$ cat src/rtl/cycle_sel_pkg.sv
// constants and types shared by both ends of the bus-cycle selector
// ==========================================================================
// Overview of operation
// - route each bus cycle local or system
// - decide for memory, io and acknowledge
// - memory inside system windows goes system
// - controller and arbiter latch the selection
// - all controllers local: acknowledge goes local
// - all terminal controllers system: acknowledge system
// - mixed: decode three cascade lines
// - two acknowledge cycles, vector in second
// - request arbiter, then enable system transceivers
// - cascade bits drive A8, A9, A10
// - wait 565 ns plus 30 ns decode
// - at least four wait states first cycle
// - local choice ends first cycle promptly
// - system choice keeps first cycle extended
// - drive command delay as select input
// - system acknowledge ended by transfer acknowledge
// - cascade gate active in second cycle
// - cascade gate outlasts address strobe one clock
// - cascade gate only during acknowledge cycles
`default_nettype none
package cycle_sel_pkg;
  // ==========================================================================
  // timing
  localparam int CLK_PERIOD_NS = 8;
  localparam int CASCADE_VALID_NS = 565;
  localparam int DECODE_DELAY_NS = 30;
  localparam int SELECT_VALID_NS = CASCADE_VALID_NS + DECODE_DELAY_NS;
  // least time: round up
  localparam int SELECT_VALID_CYCLES = (SELECT_VALID_NS + CLK_PERIOD_NS - 1) / CLK_PERIOD_NS;
  localparam int MIN_WAIT_STATES = 4;
  localparam int WAIT_CNT_W = 8;
  // ==========================================================================
  // address layout
  localparam int ADDR_W = 24;
  localparam int CASCADE_LSB = 8;
  localparam int CASCADE_W = 3;
  // ==========================================================================
  // operation kinds and interrupt-controller placement
  typedef enum logic [1:0] {OP_MEM, OP_IO, OP_ACK} op_kind_e;
  typedef enum logic [1:0] {PIC_ALL_LOCAL, PIC_ALL_SYSTEM, PIC_MIXED} pic_place_e;
  localparam logic [ADDR_W-1:0] WIN0_BASE = 24'h80_0000;
  localparam logic [ADDR_W-1:0] WIN0_LIMIT = 24'hBF_FFFF;
  localparam logic [ADDR_W-1:0] WIN1_BASE = 24'hE0_0000;
  localparam logic [ADDR_W-1:0] WIN1_LIMIT = 24'hEF_FFFF;
  localparam logic [7:0] SYS_SLAVE_MAP = 8'hF0;
  localparam logic [15:0] IO_SYS_BASE = 16'h8000;
endpackage
`default_nettype wire

$ cat src/rtl/cycle_sel_if.sv
// link between the selector and the controller/arbiter side
`default_nettype none
interface cycle_sel_if;
  import cycle_sel_pkg::*;
  logic command_enable_latched;
  logic command_delay;
  logic system_or_resident_select;
  logic system_request;
  logic xcvr_enable;
  logic local_ready;
  logic [CASCADE_W-1:0] cascade_o;
  logic cascade_oe_n;
  logic master_cascade_gate;
  logic ack_cycle_start;
  logic ack_second;
  logic cycle_done;
  logic xack;
  logic bus_granted;
  modport selector (
    output command_enable_latched, command_delay, system_or_resident_select,
    output system_request, xcvr_enable, local_ready, cascade_o, cascade_oe_n,
    input master_cascade_gate, ack_cycle_start, ack_second, cycle_done, xack,
    input bus_granted
  );
  modport controller (
    input command_enable_latched, command_delay, system_or_resident_select,
    input system_request, xcvr_enable, local_ready, cascade_o, cascade_oe_n,
    output master_cascade_gate, ack_cycle_start, ack_second, cycle_done, xack,
    output bus_granted
  );
endinterface
`default_nettype wire

$ cat src/rtl/cycle_selector.sv
// device end: decodes each cycle and sequences acknowledge onto local or system bus
`default_nettype none
module cycle_selector
  import cycle_sel_pkg::*;
(
  // clock and reset
  input wire logic CLK,
  input wire logic RST_N,
  // processor side
  input wire logic CYCLE_START,
  input wire op_kind_e OP_KIND,
  input wire logic [ADDR_W-1:0] ADDR,
  input wire pic_place_e PIC_PLACE,
  input wire logic [CASCADE_W-1:0] CASCADE_IN,
  output logic SYSTEM_SELECTED,
  // controller and arbiter side
  cycle_sel_if.selector link
);
  // ==========================================================================
  // decoding
  function automatic logic mem_is_system(input logic [ADDR_W-1:0] a);
    mem_is_system = (a >= WIN0_BASE && a <= WIN0_LIMIT) ||
                    (a >= WIN1_BASE && a <= WIN1_LIMIT);
  endfunction

  function automatic logic cascade_is_system(input logic [CASCADE_W-1:0] c);
    cascade_is_system = SYS_SLAVE_MAP[c];
  endfunction

  function automatic logic io_is_system(input logic [ADDR_W-1:0] a);
    io_is_system = (a[$bits(IO_SYS_BASE)-1:0] >= IO_SYS_BASE);
  endfunction

  // inputs passed as arguments: an assign only wakes on its own operands
  function automatic logic mem_or_io_sel(input logic start, input op_kind_e k,
                                         input logic [ADDR_W-1:0] a);
    mem_or_io_sel = start && ((k == OP_MEM) ? mem_is_system(a) :
                    (k == OP_IO) && io_is_system(a));
  endfunction

  typedef enum {IDLE, ACK_WAIT, ACK_ARB, ACK_SYS, ACK_LOCAL_END, ACK_SECOND} st_e;
  st_e state, next_state;
  logic sel_sys, next_sel_sys;
  logic [WAIT_CNT_W-1:0] wait_cnt, next_wait_cnt;
  logic [CASCADE_W-1:0] cas_s1, cas_s2, cas_s3, cas;
  logic [CASCADE_W-1:0] next_cas;
  logic xack_s1, xack_s2, xack_s3, xack_ok;

  // ==========================================================================
  // pin synchronisers: change counts once stages two and three agree
  always_ff @(posedge CLK) begin
    cas_s1 <= CASCADE_IN;
    cas_s2 <= cas_s1;
    cas_s3 <= cas_s2;
    xack_s1 <= link.xack;
    xack_s2 <= xack_s1;
    xack_s3 <= xack_s2;
    if (!RST_N) begin
      cas <= '0;
      xack_ok <= 1'b0;
    end else begin
      cas <= next_cas;
      if (xack_s2 == xack_s3) begin
        xack_ok <= xack_s3;
      end
    end
  end
  assign next_cas = (cas_s2 == cas_s3) ? cas_s3 : cas;

  // ==========================================================================
  // cycle sequencer
  always_comb begin
    next_state = state;
    next_sel_sys = sel_sys;
    next_wait_cnt = wait_cnt;
    unique case (state)
      IDLE: begin
        if (CYCLE_START) begin
          unique case (OP_KIND)
            OP_MEM: next_sel_sys = mem_is_system(ADDR);
            OP_IO: next_sel_sys = io_is_system(ADDR);
            default: begin
              next_sel_sys = (PIC_PLACE == PIC_ALL_SYSTEM);
              next_wait_cnt = '0;
              next_state = ACK_WAIT;
            end
          endcase
        end
      end
      ACK_WAIT: begin
        // select is unsure until cascade settles plus decode delay
        next_wait_cnt = wait_cnt + 1'b1;
        if (wait_cnt >= WAIT_CNT_W'(SELECT_VALID_CYCLES - 1)) begin
          if (PIC_PLACE == PIC_MIXED) begin
            next_sel_sys = cascade_is_system(cas);
            next_state = cascade_is_system(cas) ? ACK_ARB : ACK_LOCAL_END;
          end else begin
            next_state = sel_sys ? ACK_ARB : ACK_LOCAL_END;
          end
        end
      end
      ACK_ARB: if (link.bus_granted) next_state = ACK_SYS;
      ACK_SYS: if (xack_ok) next_state = ACK_SECOND;
      ACK_LOCAL_END: next_state = ACK_SECOND;
      ACK_SECOND: if (link.cycle_done) next_state = IDLE;
      default: next_state = IDLE;
    endcase
  end

  always_ff @(posedge CLK) begin
    if (!RST_N) begin
      state <= IDLE;
      sel_sys <= 1'b0;
      wait_cnt <= '0;
    end else begin
      state <= next_state;
      sel_sys <= next_sel_sys;
      wait_cnt <= next_wait_cnt;
    end
  end

  // ==========================================================================
  // outputs; controller and arbiter latch the select themselves
  logic in_ack;
  logic sel_now;
  assign in_ack = (state != IDLE);
  assign sel_now = mem_or_io_sel(CYCLE_START, OP_KIND, ADDR);
  assign SYSTEM_SELECTED = sel_sys;
  assign link.system_or_resident_select = in_ack ? (state == ACK_ARB || state == ACK_SYS ||
                                          (state == ACK_SECOND && sel_sys))
                                        : sel_now;
  // command delay stays asserted through the cascade wait and, for a system choice, until the bus is granted
  assign link.command_delay = (state == ACK_WAIT) || (state == ACK_ARB);
  assign link.command_enable_latched = in_ack ? 1'b1 : ~sel_now;
  assign link.system_request = (state == ACK_ARB) || (state == ACK_SYS) ||
                               (state == ACK_SECOND && sel_sys);
  assign link.xcvr_enable = (state == ACK_SYS) || (state == ACK_SECOND && sel_sys);
  assign link.local_ready = (state == ACK_LOCAL_END) ||
                            (state == ACK_SECOND && !sel_sys);
  assign link.cascade_o = cas;
  // gate alone qualifies the drivers: it is only active on acknowledge
  assign link.cascade_oe_n = ~link.master_cascade_gate;
endmodule
`default_nettype wire

$ cat src/flat_wrapper.sv
// flat-port wrapper written by rule: the top's interface ports become plain ports
module cycle_selector_flat import cycle_sel_pkg::*;
  (CLK, RST_N, CYCLE_START, OP_KIND, ADDR, PIC_PLACE, CASCADE_IN, SYSTEM_SELECTED, link_command_enable_latched, link_command_delay, link_system_or_resident_select, link_system_request, link_xcvr_enable, link_local_ready, link_cascade_o, link_cascade_oe_n, link_master_cascade_gate, link_ack_cycle_start, link_ack_second, link_cycle_done, link_xack, link_bus_granted);
  cycle_sel_if link_i ();
  input wire logic CLK;
  input wire logic RST_N;
  input wire logic CYCLE_START;
  input wire op_kind_e OP_KIND;
  input wire logic [ADDR_W-1:0] ADDR;
  input wire pic_place_e PIC_PLACE;
  input wire logic [CASCADE_W-1:0] CASCADE_IN;
  output logic SYSTEM_SELECTED;
  output wire logic [$bits(link_i.command_enable_latched)-1:0] link_command_enable_latched;
  output wire logic [$bits(link_i.command_delay)-1:0] link_command_delay;
  output wire logic [$bits(link_i.system_or_resident_select)-1:0] link_system_or_resident_select;
  output wire logic [$bits(link_i.system_request)-1:0] link_system_request;
  output wire logic [$bits(link_i.xcvr_enable)-1:0] link_xcvr_enable;
  output wire logic [$bits(link_i.local_ready)-1:0] link_local_ready;
  output wire logic [$bits(link_i.cascade_o)-1:0] link_cascade_o;
  output wire logic [$bits(link_i.cascade_oe_n)-1:0] link_cascade_oe_n;
  input wire logic [$bits(link_i.master_cascade_gate)-1:0] link_master_cascade_gate;
  input wire logic [$bits(link_i.ack_cycle_start)-1:0] link_ack_cycle_start;
  input wire logic [$bits(link_i.ack_second)-1:0] link_ack_second;
  input wire logic [$bits(link_i.cycle_done)-1:0] link_cycle_done;
  input wire logic [$bits(link_i.xack)-1:0] link_xack;
  input wire logic [$bits(link_i.bus_granted)-1:0] link_bus_granted;
  assign link_command_enable_latched = link_i.command_enable_latched;
  assign link_command_delay = link_i.command_delay;
  assign link_system_or_resident_select = link_i.system_or_resident_select;
  assign link_system_request = link_i.system_request;
  assign link_xcvr_enable = link_i.xcvr_enable;
  assign link_local_ready = link_i.local_ready;
  assign link_cascade_o = link_i.cascade_o;
  assign link_cascade_oe_n = link_i.cascade_oe_n;
  assign link_i.master_cascade_gate = link_master_cascade_gate;
  assign link_i.ack_cycle_start = link_ack_cycle_start;
  assign link_i.ack_second = link_ack_second;
  assign link_i.cycle_done = link_cycle_done;
  assign link_i.xack = link_xack;
  assign link_i.bus_granted = link_bus_granted;
  cycle_selector u_core (.CLK(CLK), .RST_N(RST_N), .CYCLE_START(CYCLE_START), .OP_KIND(OP_KIND), .ADDR(ADDR), .PIC_PLACE(PIC_PLACE), .CASCADE_IN(CASCADE_IN), .SYSTEM_SELECTED(SYSTEM_SELECTED), .link(link_i));
endmodule
$ cat config.mk
export PLATFORM = sky130hd
export DESIGN_NAME = cycle_selector_flat
export DESIGN_NICKNAME = d
export VERILOG_FILES = /design/src/rtl/cycle_sel_pkg.sv /design/src/rtl/cycle_sel_if.sv /design/src/rtl/cycle_selector.sv /design/src/flat_wrapper.sv
export SDC_FILE = /design/constraint.sdc
export NUM_CORES = 1
export LEC_CHECK = 0
export BUFFER_PORTS_ARGS = -buffer_cell sky130_fd_sc_hd__buf_2
export CORE_UTILIZATION = 42
export CTS_CLUSTER_DIAMETER = 200
export DETAILED_ROUTE_END_ITERATION = 7
export HOLD_SLACK_MARGIN = 0.05
export MAX_ROUTING_LAYER = met4
export PLACE_DENSITY = 0.81
export SYNTH_ARGS = -nofsm -noshare
export SYNTH_HDL_FRONTEND = slang
export SYNTH_SLANG_ARGS = --single-unit
$ cat constraint.sdc
create_clock -name CLK -period 1.7 [get_ports CLK]
set_input_delay 0.34 -clock CLK [delete_from_list [all_inputs] [get_ports CLK]]
set_output_delay 0.34 -clock CLK [all_outputs]
set_load 0.005 [all_outputs]
# == Word-level counts from Yosys, hierarchy flattened ==
# Memories as Yosys holds them, arrays and structs flattened. A register that Yosys moved wholly into a read port is not among the register bits.
# Index checks and enable logic that the tools add are counted.
# Widths: inputs -> output; s select.
# op_classes
n_lt_le_gt_ge,7
bitwise,2
n_reduce_logical,21
n_addsub,1
muxes,24
eq_ne,22
# ops
operator,n
$mux 32,7
$pmux 32 s6,1
$eq 32x3->1 const B,4
$eq 32x2->1 const B,3
$eq 32x4->1 const B,2
$ge 24x24->1 const B,2
$le 24x24->1 const B,2
$eq 32x1->1 const B,1
$logic_not 32->1,1
$reduce_bool 32->1,1
$ge 16x16->1 const B,1
$mux 8,2
$pmux 8 s2,1
$mux 3,4
$add 8x1->8 const B,1
$ge 8x7->1 const B,1
$ne 2x2->1 const B,4
$mux 1,7
$logic_and 1x1->1,6
$logic_or 1x1->1,6
$ne 2x1->1 const B,3
$reduce_and 6->1,1
$eq 2x1->1 const B,2
$lt 3x4->1 const B,1
11 further kinds,13
# word_totals
inputBits,40
mem_count,1
mem_bits_ro,8
register_bits,57
wordCells,89
out_inout_bits,11
# mem_list
name,depth,word_bits,rd,rd_clocked_by_memory_dff,write_ports,line_no,rtl
(name not given),8,1,1,1,0,cycle_selector.sv:27,cascade_is_system = SYS_SLAVE_MAP[c];

# == Depth between registers and ports, before layout ==
# Gate-level depths: netlist of run 1.
# depth
word_depth,7
mapped_depth,6
mapped_depth_nobuf,6

# == Worst setup path before layout of run 1 ==
# Ideal clock, no wire load.
# synth_path
path_kind,reg2reg
startpoint,register u_core.wait_cnt[0]
endpoint,register u_core.state[1]
arrival_ps,1523
n_path_buf,0
t_required_ps,1583
setup_time_ps,117
setup_slack_ps,59
stages_incl_launch_ff,7
path_cell_list,dfxtp_1 -> inv_1 -> ha_1 -> o311a_1 -> nor4b_4 -> nor2_1 -> a32o_1
# synth_via
elab_chain_cells,3
# synth_lines
element,line_no,rtl
from (decl),cycle_selector.sv:44,"logic [WAIT_CNT_W-1:0] wait_cnt, next_wait_cnt;"
from (signal assigned),cycle_selector.sv:118,wait_cnt <= next_wait_cnt;
$ge 8x7->1,cycle_selector.sv:93,if (wait_cnt >= WAIT_CNT_W'(SELECT_VALID_CYCLES - 1)) begin
$ne 2x1->1 (no source line),n/a,
$reduce_and 6->1 (no source line),n/a,
to (signal assigned),cycle_selector.sv:116,state <= next_state;
to (decl),cycle_selector.sv:42,"st_e state, next_state;"
# No other way between the ends.
# A chain may end at the register's enable or synchronous reset.

# == Worst setup path after layout of run 1 ==
# layout_path
startpoint,register u_core.wait_cnt[1]
endpoint,register u_core.state[2]
# The elaborated chain is that of the path after synthesis.

==> results of run 1 <==
worst max-delay path by stage:
stage	start	to	slack, ns
after floorplan	u_core.wait_cnt[0]$_SDFFE_PN0P_	u_core.state[1]$_SDFFE_PN0P_	0.06
after detailed placement	u_core.wait_cnt[0]$_SDFFE_PN0P_	u_core.state[1]$_SDFFE_PN0P_	0.006
after global placement	u_core.wait_cnt[0]$_SDFFE_PN0P_	u_core.state[1]$_SDFFE_PN0P_	0.02
after global routing	u_core.wait_cnt[1]$_SDFFE_PN0P_	u_core.state[2]$_SDFFE_PN0P_	-0.05
after CTS	u_core.wait_cnt[0]$_SDFFE_PN0P_	u_core.state[1]$_SDFFE_PN0P_	0.0002
final	u_core.wait_cnt[1]$_SDFFE_PN0P_	u_core.state[2]$_SDFFE_PN0P_	-0.01
cell usage in the layout (no fill, tap or decap), types with 2 or more instances in the layout:
master,n
a21oi_1,3
buf_2,29
mux2i_1,5
and2_1,2
dfxtp_1,25
a21boi_0,3
nor2b_1,3
o31ai_1,2
nor4_1,4
nand3_1,5
xor2_1,4
xnor2_1,6
inv_2,2
inv_1,3
o21ai_0,11
nand2b_1,2
dfxtp_2,3
nor3_1,2
o211ai_1,2
nor2_2,2
nand2_1,8
nor2_1,9
buf_4,10
clkbuf_4,5
per-stage QoR:
stage          std cells  setup WS [ns]  TNS (ns)
2_1_floorplan        134         0.0591         0
3_5_place_dp         194        0.00567         0
5_1_grt              208        -0.0544    -0.160
3_3_place_gp         194         0.0187         0
6_report             208        -0.0130   -0.0130
4_1_cts              202       0.000244         0
cell usage after synthesis, drive strengths merged, types with 4 or more instances:
| cell | count |
|---|---|
| o21ai | 13 |
| nor2 | 11 |
| inv | 5 |
| xnor2 | 6 |
| nand3 | 5 |
| mux2i | 5 |
| nor4 | 4 |
| dfxtp | 29 |
| xor2 | 4 |
| nand2 | 8 |
routing by layer:
metal  routed length (um)  GRT usage
met5                    0          -
met4                   29     0.0836
met3                  183     0.0876
met2                 1290      0.293
met1                 1250      0.197
power by group:
part	internal [W]	switching, W	leakage, nW	total, W
clock	0.000349	0.000249	0.0445	0.000598
sequential	0.000728	0.0000489	0.242	0.000776
combinational	0.000208	0.000210	0.405	0.000418
total	0.00129	0.000508	0.691	0.00179
registers in the layout (all words and copies together) (netlist names), named ones only:
register / flops
u_core.link.cascade_o: 3
u_core.xack_s3: 1
u_core.wait_cnt: 8
u_core.xack_ok: 1
u_core.state: 3
u_core.SYSTEM_SELECTED: 1
u_core.cas_s2: 3
u_core.cas_s3: 3
u_core.cas_s1: 3
u_core.xack_s2: 1
u_core.xack_s1: 1
layout make-up:
cell class                 count  area [um2]
clock buffer                   6        51.3
tap                           31        38.8
clock inverter                 2        37.5
fill                         227        1180
inverter                       5        18.8
multi-input combinational     95         662
sequential                    29         588
timing repair buffer          40         231
critical path, stage by stage, from the launching register on:
cell and delay, ns:
dfxtp_2 0.37, ha_4 0.16, o311a_1 0.35, nor4b_4 0.41
buf_4 0.19, o211ai_1 0.08, o31ai_1 0.08
cell families after synthesis:
family | share of synthesized area
simple gates | 0.211
compound gates | 0.158
flops | 0.461
xor+xnor | 0.0695
buf+inv | 0.0328
mux | 0.0487
fa+ha+maj | 0.0199
repair_timing:
action	4_1_cts	5_1_grt
setup buffers	0	6
pin swaps	1	5
setup endpoints to repair	3	7
gates resized for setup	3	12
==> metrics.md, run 1 <==
| Metric | Value |
|---|---|
| Hold Crit Class | primary input to flop |
| Routed via count | 1134 |
| Antenna viol nets, final | 0 |
| Hold_ws | 0.110 ns |
| Vias per cell | 5.45 |
| Leak pwr | around 0.69 nW |
| Post-synth EDFFs | 0 |
| Fin crit period | 1.71 ns |
| Quantity of I/O buffers inserted on ports | 29 |
| CTS tree | done |
| Post-DR wirelength/cell | about 13 um |
| Gr usage total | 0.185 |
| Top cells by area, synth | dfxtp_1 (46%), o21ai_0 (4.8%), xnor2_1 (4.2%) |
| Clk slew on worst S/H paths | about 0.10 ns |
| Worst slew pin tran | 0.519 ns |
| Endpoints failing setup | 1 |
| Vias in the first global route | 1086 |
| Yosys reg bits | 29 |
| Worst Hold Path EP | u_core.cas_s1[1]$_DFF_P_ |
| Die Wd | 56.8 um |
| Yosys warning count | 0 |
| Final Net Count | 218 |
| Synth async-reset ratio | 0 |
| Top FF cell, synth | dfxtp_1 |
| Flop2flop setup slack | -0.01 ns |
| Starting Density | 0.449 |
| Worst Setup Path Type | flop to flop |
| Fin area | between 1500 and 2000 um2 |
| CP Data Arrival Time | slightly below 2 ns |
| Hold depth | 1 |
| WP data required | 1.95 ns |
| Final Cycle Share | 1.01 |
| Syn Inst Count | 134 |
| Die Area | between 3000 and 4000 um2 |
| Failing checks | DRC, setup timing |
| # Max-Cap Violations | 0 |
| Power Density | 1100 nW/um2 |
| Run status | finished, violations left |
| Seq/Total Area, Yosys | 0.461 |
| Final setup margin | -0.0130 ns |
| Post-CTS Hold Fix Bufs | 0 |
| Worst VDD drop | 0.698 mV |
| Final Util | 0.580 |
| CTS sink cnt | 29 |
| Tot Pwr | 0.00179 W |
| Count of final hold-check violations | 0 |
| FF-to-FF End | u_core.state[2]$_SDFFE_PN0P_ |
| Final Max Tran Viols | 0 |
| Total grt overflow | 0 |
| I/O pin count | 51 |
| Clock Tree Root | clkbuf_4 |
| Worst hold start | CASCADE_IN[1] |
| CTS Buffer Depth | 2 |
| Rel. slew slack | 0.654 |
| Register-to-Register Path Depth | 6 |
| CTS buffer count | 5 |
| Pin count of the biggest net entering global routing | 16 |
| 1st-iter DRT viols | 57 |
| DP HPWL | around 1900 um |
| CP Capture Type | flop |
| Site row count | 19 |
| Worst Path Max Fanout | 5 |
| Clk_lat worst skew | 0.33 ns |
| Yosys cell types | 39 |
| Drt drc | 8 |
| Reg-to-Reg Start | u_core.wait_cnt[1]$_SDFFE_PN0P_ |
| DRT Pass-1 Iters | 6 |
| Syn_nets | 176 |
| Placement Cell Area | 1460 um2 |
| RSZ-0062 raised after global routing | yes |
| Routed WL | roughly 2800 um |
| Die H | between 50 and 60 um |
| Layout cell share with drive strength beyond 1 | 0.350 |
| Syn avg cell area | approximately 9.4 um2 |
| Core region area | 2810 um2 |
| Area Overhead vs Synth | 29.2% |
| Synth top area share | 0.461 |
| Ant diodes | 0 |
| Initial antenna violation count | 0 |
| H-tree Lvls | 2 |
| Fmax | 584 MHz |
| Clock skew | slightly above 0.008 ns |
| Yosys top cell by area | dfxtp_1 |
| Post-Syn Area | 1260 um2 |
| First-pass GRT wire length | 4380 um |
| Routability Congestion | 0.868 |
| Crit path launch type | flop |
(Power assumes the default switching activity.)
==> run 2: changes to the inputs <==
--- a/config.mk
+++ b/config.mk
@@ -12,6 +12,8 @@
 export HOLD_SLACK_MARGIN = 0.05
 export MAX_ROUTING_LAYER = met4
 export PLACE_DENSITY = 0.81
+export SKIP_CTS_REPAIR_TIMING = 1
+export SKIP_LAST_GASP = 1
 export SYNTH_ARGS = -nofsm -noshare
 export SYNTH_HDL_FRONTEND = slang
 export SYNTH_SLANG_ARGS = --single-unit
==> constraint.sdc (replaced) <==
create_clock -name CLK -period 1.7 [get_ports CLK]
set_input_delay 0.255 -clock CLK [delete_from_list [all_inputs] [get_ports CLK]]
set_output_delay 0.255 -clock CLK [all_outputs]
set_load 0.005 [all_outputs]
==> metrics.md, run 2 (same netlist as run 1, synthesis figures left out) <==
| Metric | Value |
|---|---|
| Gr usage total | 0.186 (was 0.185) |
| Vias per cell | 5.53 (was 5.45) |
| TNS Setup | 0 ns (was -0.0130 ns) |
| Max reg flops | 8 (unchanged) |
| CTS buffer count | 5 (unchanged) |
| Commonest non-fill, non-tap cell in the layout | buf_2 (unchanged) |
| Failing checks | DRC (was DRC, setup timing) |
| Max stage delay on crit path | 0.36 ns (was 0.41 ns) |
| Ant diodes | 0 (unchanged) |
| Worst Setup Path Type | flop to flop (unchanged) |
| Endpoints failing setup | 0 (was 1) |
| Dpl cells | 194 (unchanged) |
| Slowest cell on crit path | nor4b_4 (unchanged) |
| Post-DR wirelength/cell | 13.3 um (was 13.2 um) |
| Register-to-Register Path Depth | 7 (was 6) |
| Hold Crit Class | primary input to flop (unchanged) |
| Filler Cell Count | 244 (was 227) |
| Initial antenna violation count | 0 (unchanged) |
| Drt drc | 8 (unchanged) |
| Pin count of the biggest net entering global routing | 16 (unchanged) |
| CP Data Arrival Time | 1.93 ns (was 1.96 ns) |
| Routed via count | 1144 (was 1134) |
| DP HPWL | 1870 um (unchanged) |
| Most frequent cells in the layout | buf_2 (29), dfxtp_1 (25), o21ai_0 (11) (unchanged) |
| Final Max Tran Viols | 0 (unchanged) |
| Antenna viol nets, final | 0 (unchanged) |
| Worst hold start | RST_N (was CASCADE_IN[1]) |
| FF-to-FF End | u_core.state[2]$_SDFFE_PN0P_ (unchanged) |
| I/O pin count | 51 (unchanged) |
| Fmax | 597 MHz (was 584 MHz) |
| Routed WL | 2760 um (was 2750 um) |
| Area Overhead vs Synth | 27.9% (was 29.2%) |
| Die Area | 3220 um2 (unchanged) |
| DRT Pass-1 Iters | 6 (unchanged) |
| WP data required | 1.95 ns (about the same) |
| Hold depth | 3 (was 1) |
| Routability Congestion | 0.868 (unchanged) |
| Worst slew pin tran | 0.517 ns (was 0.519 ns) |
| Count of final hold-check violations | 0 (unchanged) |
| # Max-Cap Violations | 0 (unchanged) |
| Die H | 56.8 um (unchanged) |
| Final Non-Filler Cells | 207 (was 208) |
| Worst VDD drop | 0.718 mV (was 0.698 mV) |
| CP cell instances | inv_1 -> ha_1 -> o311a_1 -> nor4b_4 -> buf_4 -> o211ai_1 -> o31ai_1 (was ha_4 -> o311a_1 -> nor4b_4 -> buf_4 -> o211ai_1 -> o31ai_1) |
| Starting Density | 0.449 (unchanged) |
| Vias in the first global route | 1085 (was 1086) |
| Worst Hold Path EP | u_core.SYSTEM_SELECTED$_SDFFE_PN0P_ (was u_core.cas_s1[1]$_DFF_P_) |
| First-pass GRT wire length | 4400 um (was 4380 um) |
| CP Launch Point | u_core.wait_cnt[0]$_SDFFE_PN0P_ (was u_core.wait_cnt[1]$_SDFFE_PN0P_) |
| Core region area | 2810 um2 (unchanged) |
| CTS tree | done (unchanged) |
| Run status | finished, violations left (unchanged) |
| Reg-to-Reg Start | u_core.wait_cnt[0]$_SDFFE_PN0P_ (was u_core.wait_cnt[1]$_SDFFE_PN0P_) |
| CTS Buffer Depth | 2 (unchanged) |
| CTS sink cnt | 29 (unchanged) |
| Clk slew on worst S/H paths | 0.11 ns (was 0.10 ns) |
| Leak pwr | 0.677 nW (was 0.691 nW) |
| Clock Tree Root | clkbuf_4 (unchanged) |
| Clock skew | 0.0122 ns (was 0.00819 ns) |
| Final Cycle Share | 0.985 (was 1.01) |
| Clk_lat worst skew | 0.33 ns (about the same) |
| RSZ-0062 raised after global routing | yes (unchanged) |
| Area occupied by multi-input gates | 643 um2 (was 662 um2) |
| Quantity of I/O buffers inserted on ports | 29 (unchanged) |
| Site row count | 19 (unchanged) |
| Power Density | 1100 nW/um2 (about the same) |
| 1st-iter DRT viols | 61 (was 57) |
| Layout cell share with drive strength beyond 1 | 0.295 (was 0.350) |
| Rel. slew slack | 0.656 (was 0.654) |
| Final Net Count | 217 (was 218) |
| Crit path launch type | flop (unchanged) |
| CP Capture Type | flop (unchanged) |
| Biggest register | u_core.wait_cnt (unchanged) |
| H-tree Lvls | 2 (unchanged) |
| Flop2flop setup slack | 0.03 ns (was -0.01 ns) |
| Total grt overflow | 0 (unchanged) |
| Fin crit period | 1.67 ns (was 1.71 ns) |
| Die Wd | 56.8 um (unchanged) |
| Storage cell area | 588 um2 (unchanged) |
| Worst Path Max Fanout | 4 (was 5) |
-- run 2: changes by cell type in the layout (fill, tap and decap cells not counted), sizes merged --
| cell | delta |
|---|---|
| buf | -5 |
| dlygate4sd3 | +4 |
-- run 2: cell type report --
type                    instances  area share
clock buffers                   6      0.0318
flip-flops and latches         29       0.365
repair buffers                 39       0.145
inverters                       5      0.0116
multi-input cells              95       0.399
clock inverters                 2      0.0233
well taps                      31      0.0241
-- run 2: where the power goes --
group	internal (W)	switching (W)	total [W]
sequential	0.000727	0.0000463	0.000774
combinational	0.000191	0.000199	0.000390
clock	0.000349	0.000254	0.000603
-- run 2: worst max-delay path by stage --
stage                                      to
6_report         u_core.state[2]$_SDFFE_PN0P_
5_1_grt          u_core.state[2]$_SDFFE_PN0P_
4_1_cts        link_system_or_resident_select
3_5_place_dp     u_core.state[1]$_SDFFE_PN0P_
3_3_place_gp     u_core.state[1]$_SDFFE_PN0P_
2_1_floorplan    u_core.state[1]$_SDFFE_PN0P_
-- run 2: critical path: cells and delay by family, from the launching register on --
kind | cells | cell delay [ns]
compound gates | 3 | 0.50
simple gates | 1 | 0.36
flops | 1 | 0.34
buf+inv | 2 | 0.23
fa+ha+maj | 1 | 0.19
-- run 2: per-layer routing --
metal  track usage  up-vias  wire, um
met1         0.199      529      1200
met4        0.0836        0        38
met2         0.293       45      1320
met3        0.0876        9       199
met5             -        -         0
li1              -      561         -
-- run 2: metrics by stage --
| stage | power [W] | area [um2] | hold WS (ns) | util | worst slack (ns) |
|---|---|---|---|---|---|
| after floorplan | 0.00100 | 1260 | 0.283 | - | 0.0591 |
| after global placement | 0.00112 | 1460 | 0.310 | 0.520 | 0.0187 |
| after detailed placement | 0.00114 | 1460 | 0.312 | 0.520 | 0.00567 |
| after CTS | 0.00174 | 1550 | 0.00322 | 0.552 | -0.0462 |
| after global routing | 0.00185 | 1610 | 0.272 | 0.574 | -0.0293 |
| final | 0.00177 | 1610 | 0.261 | 0.574 | 0.0261 |
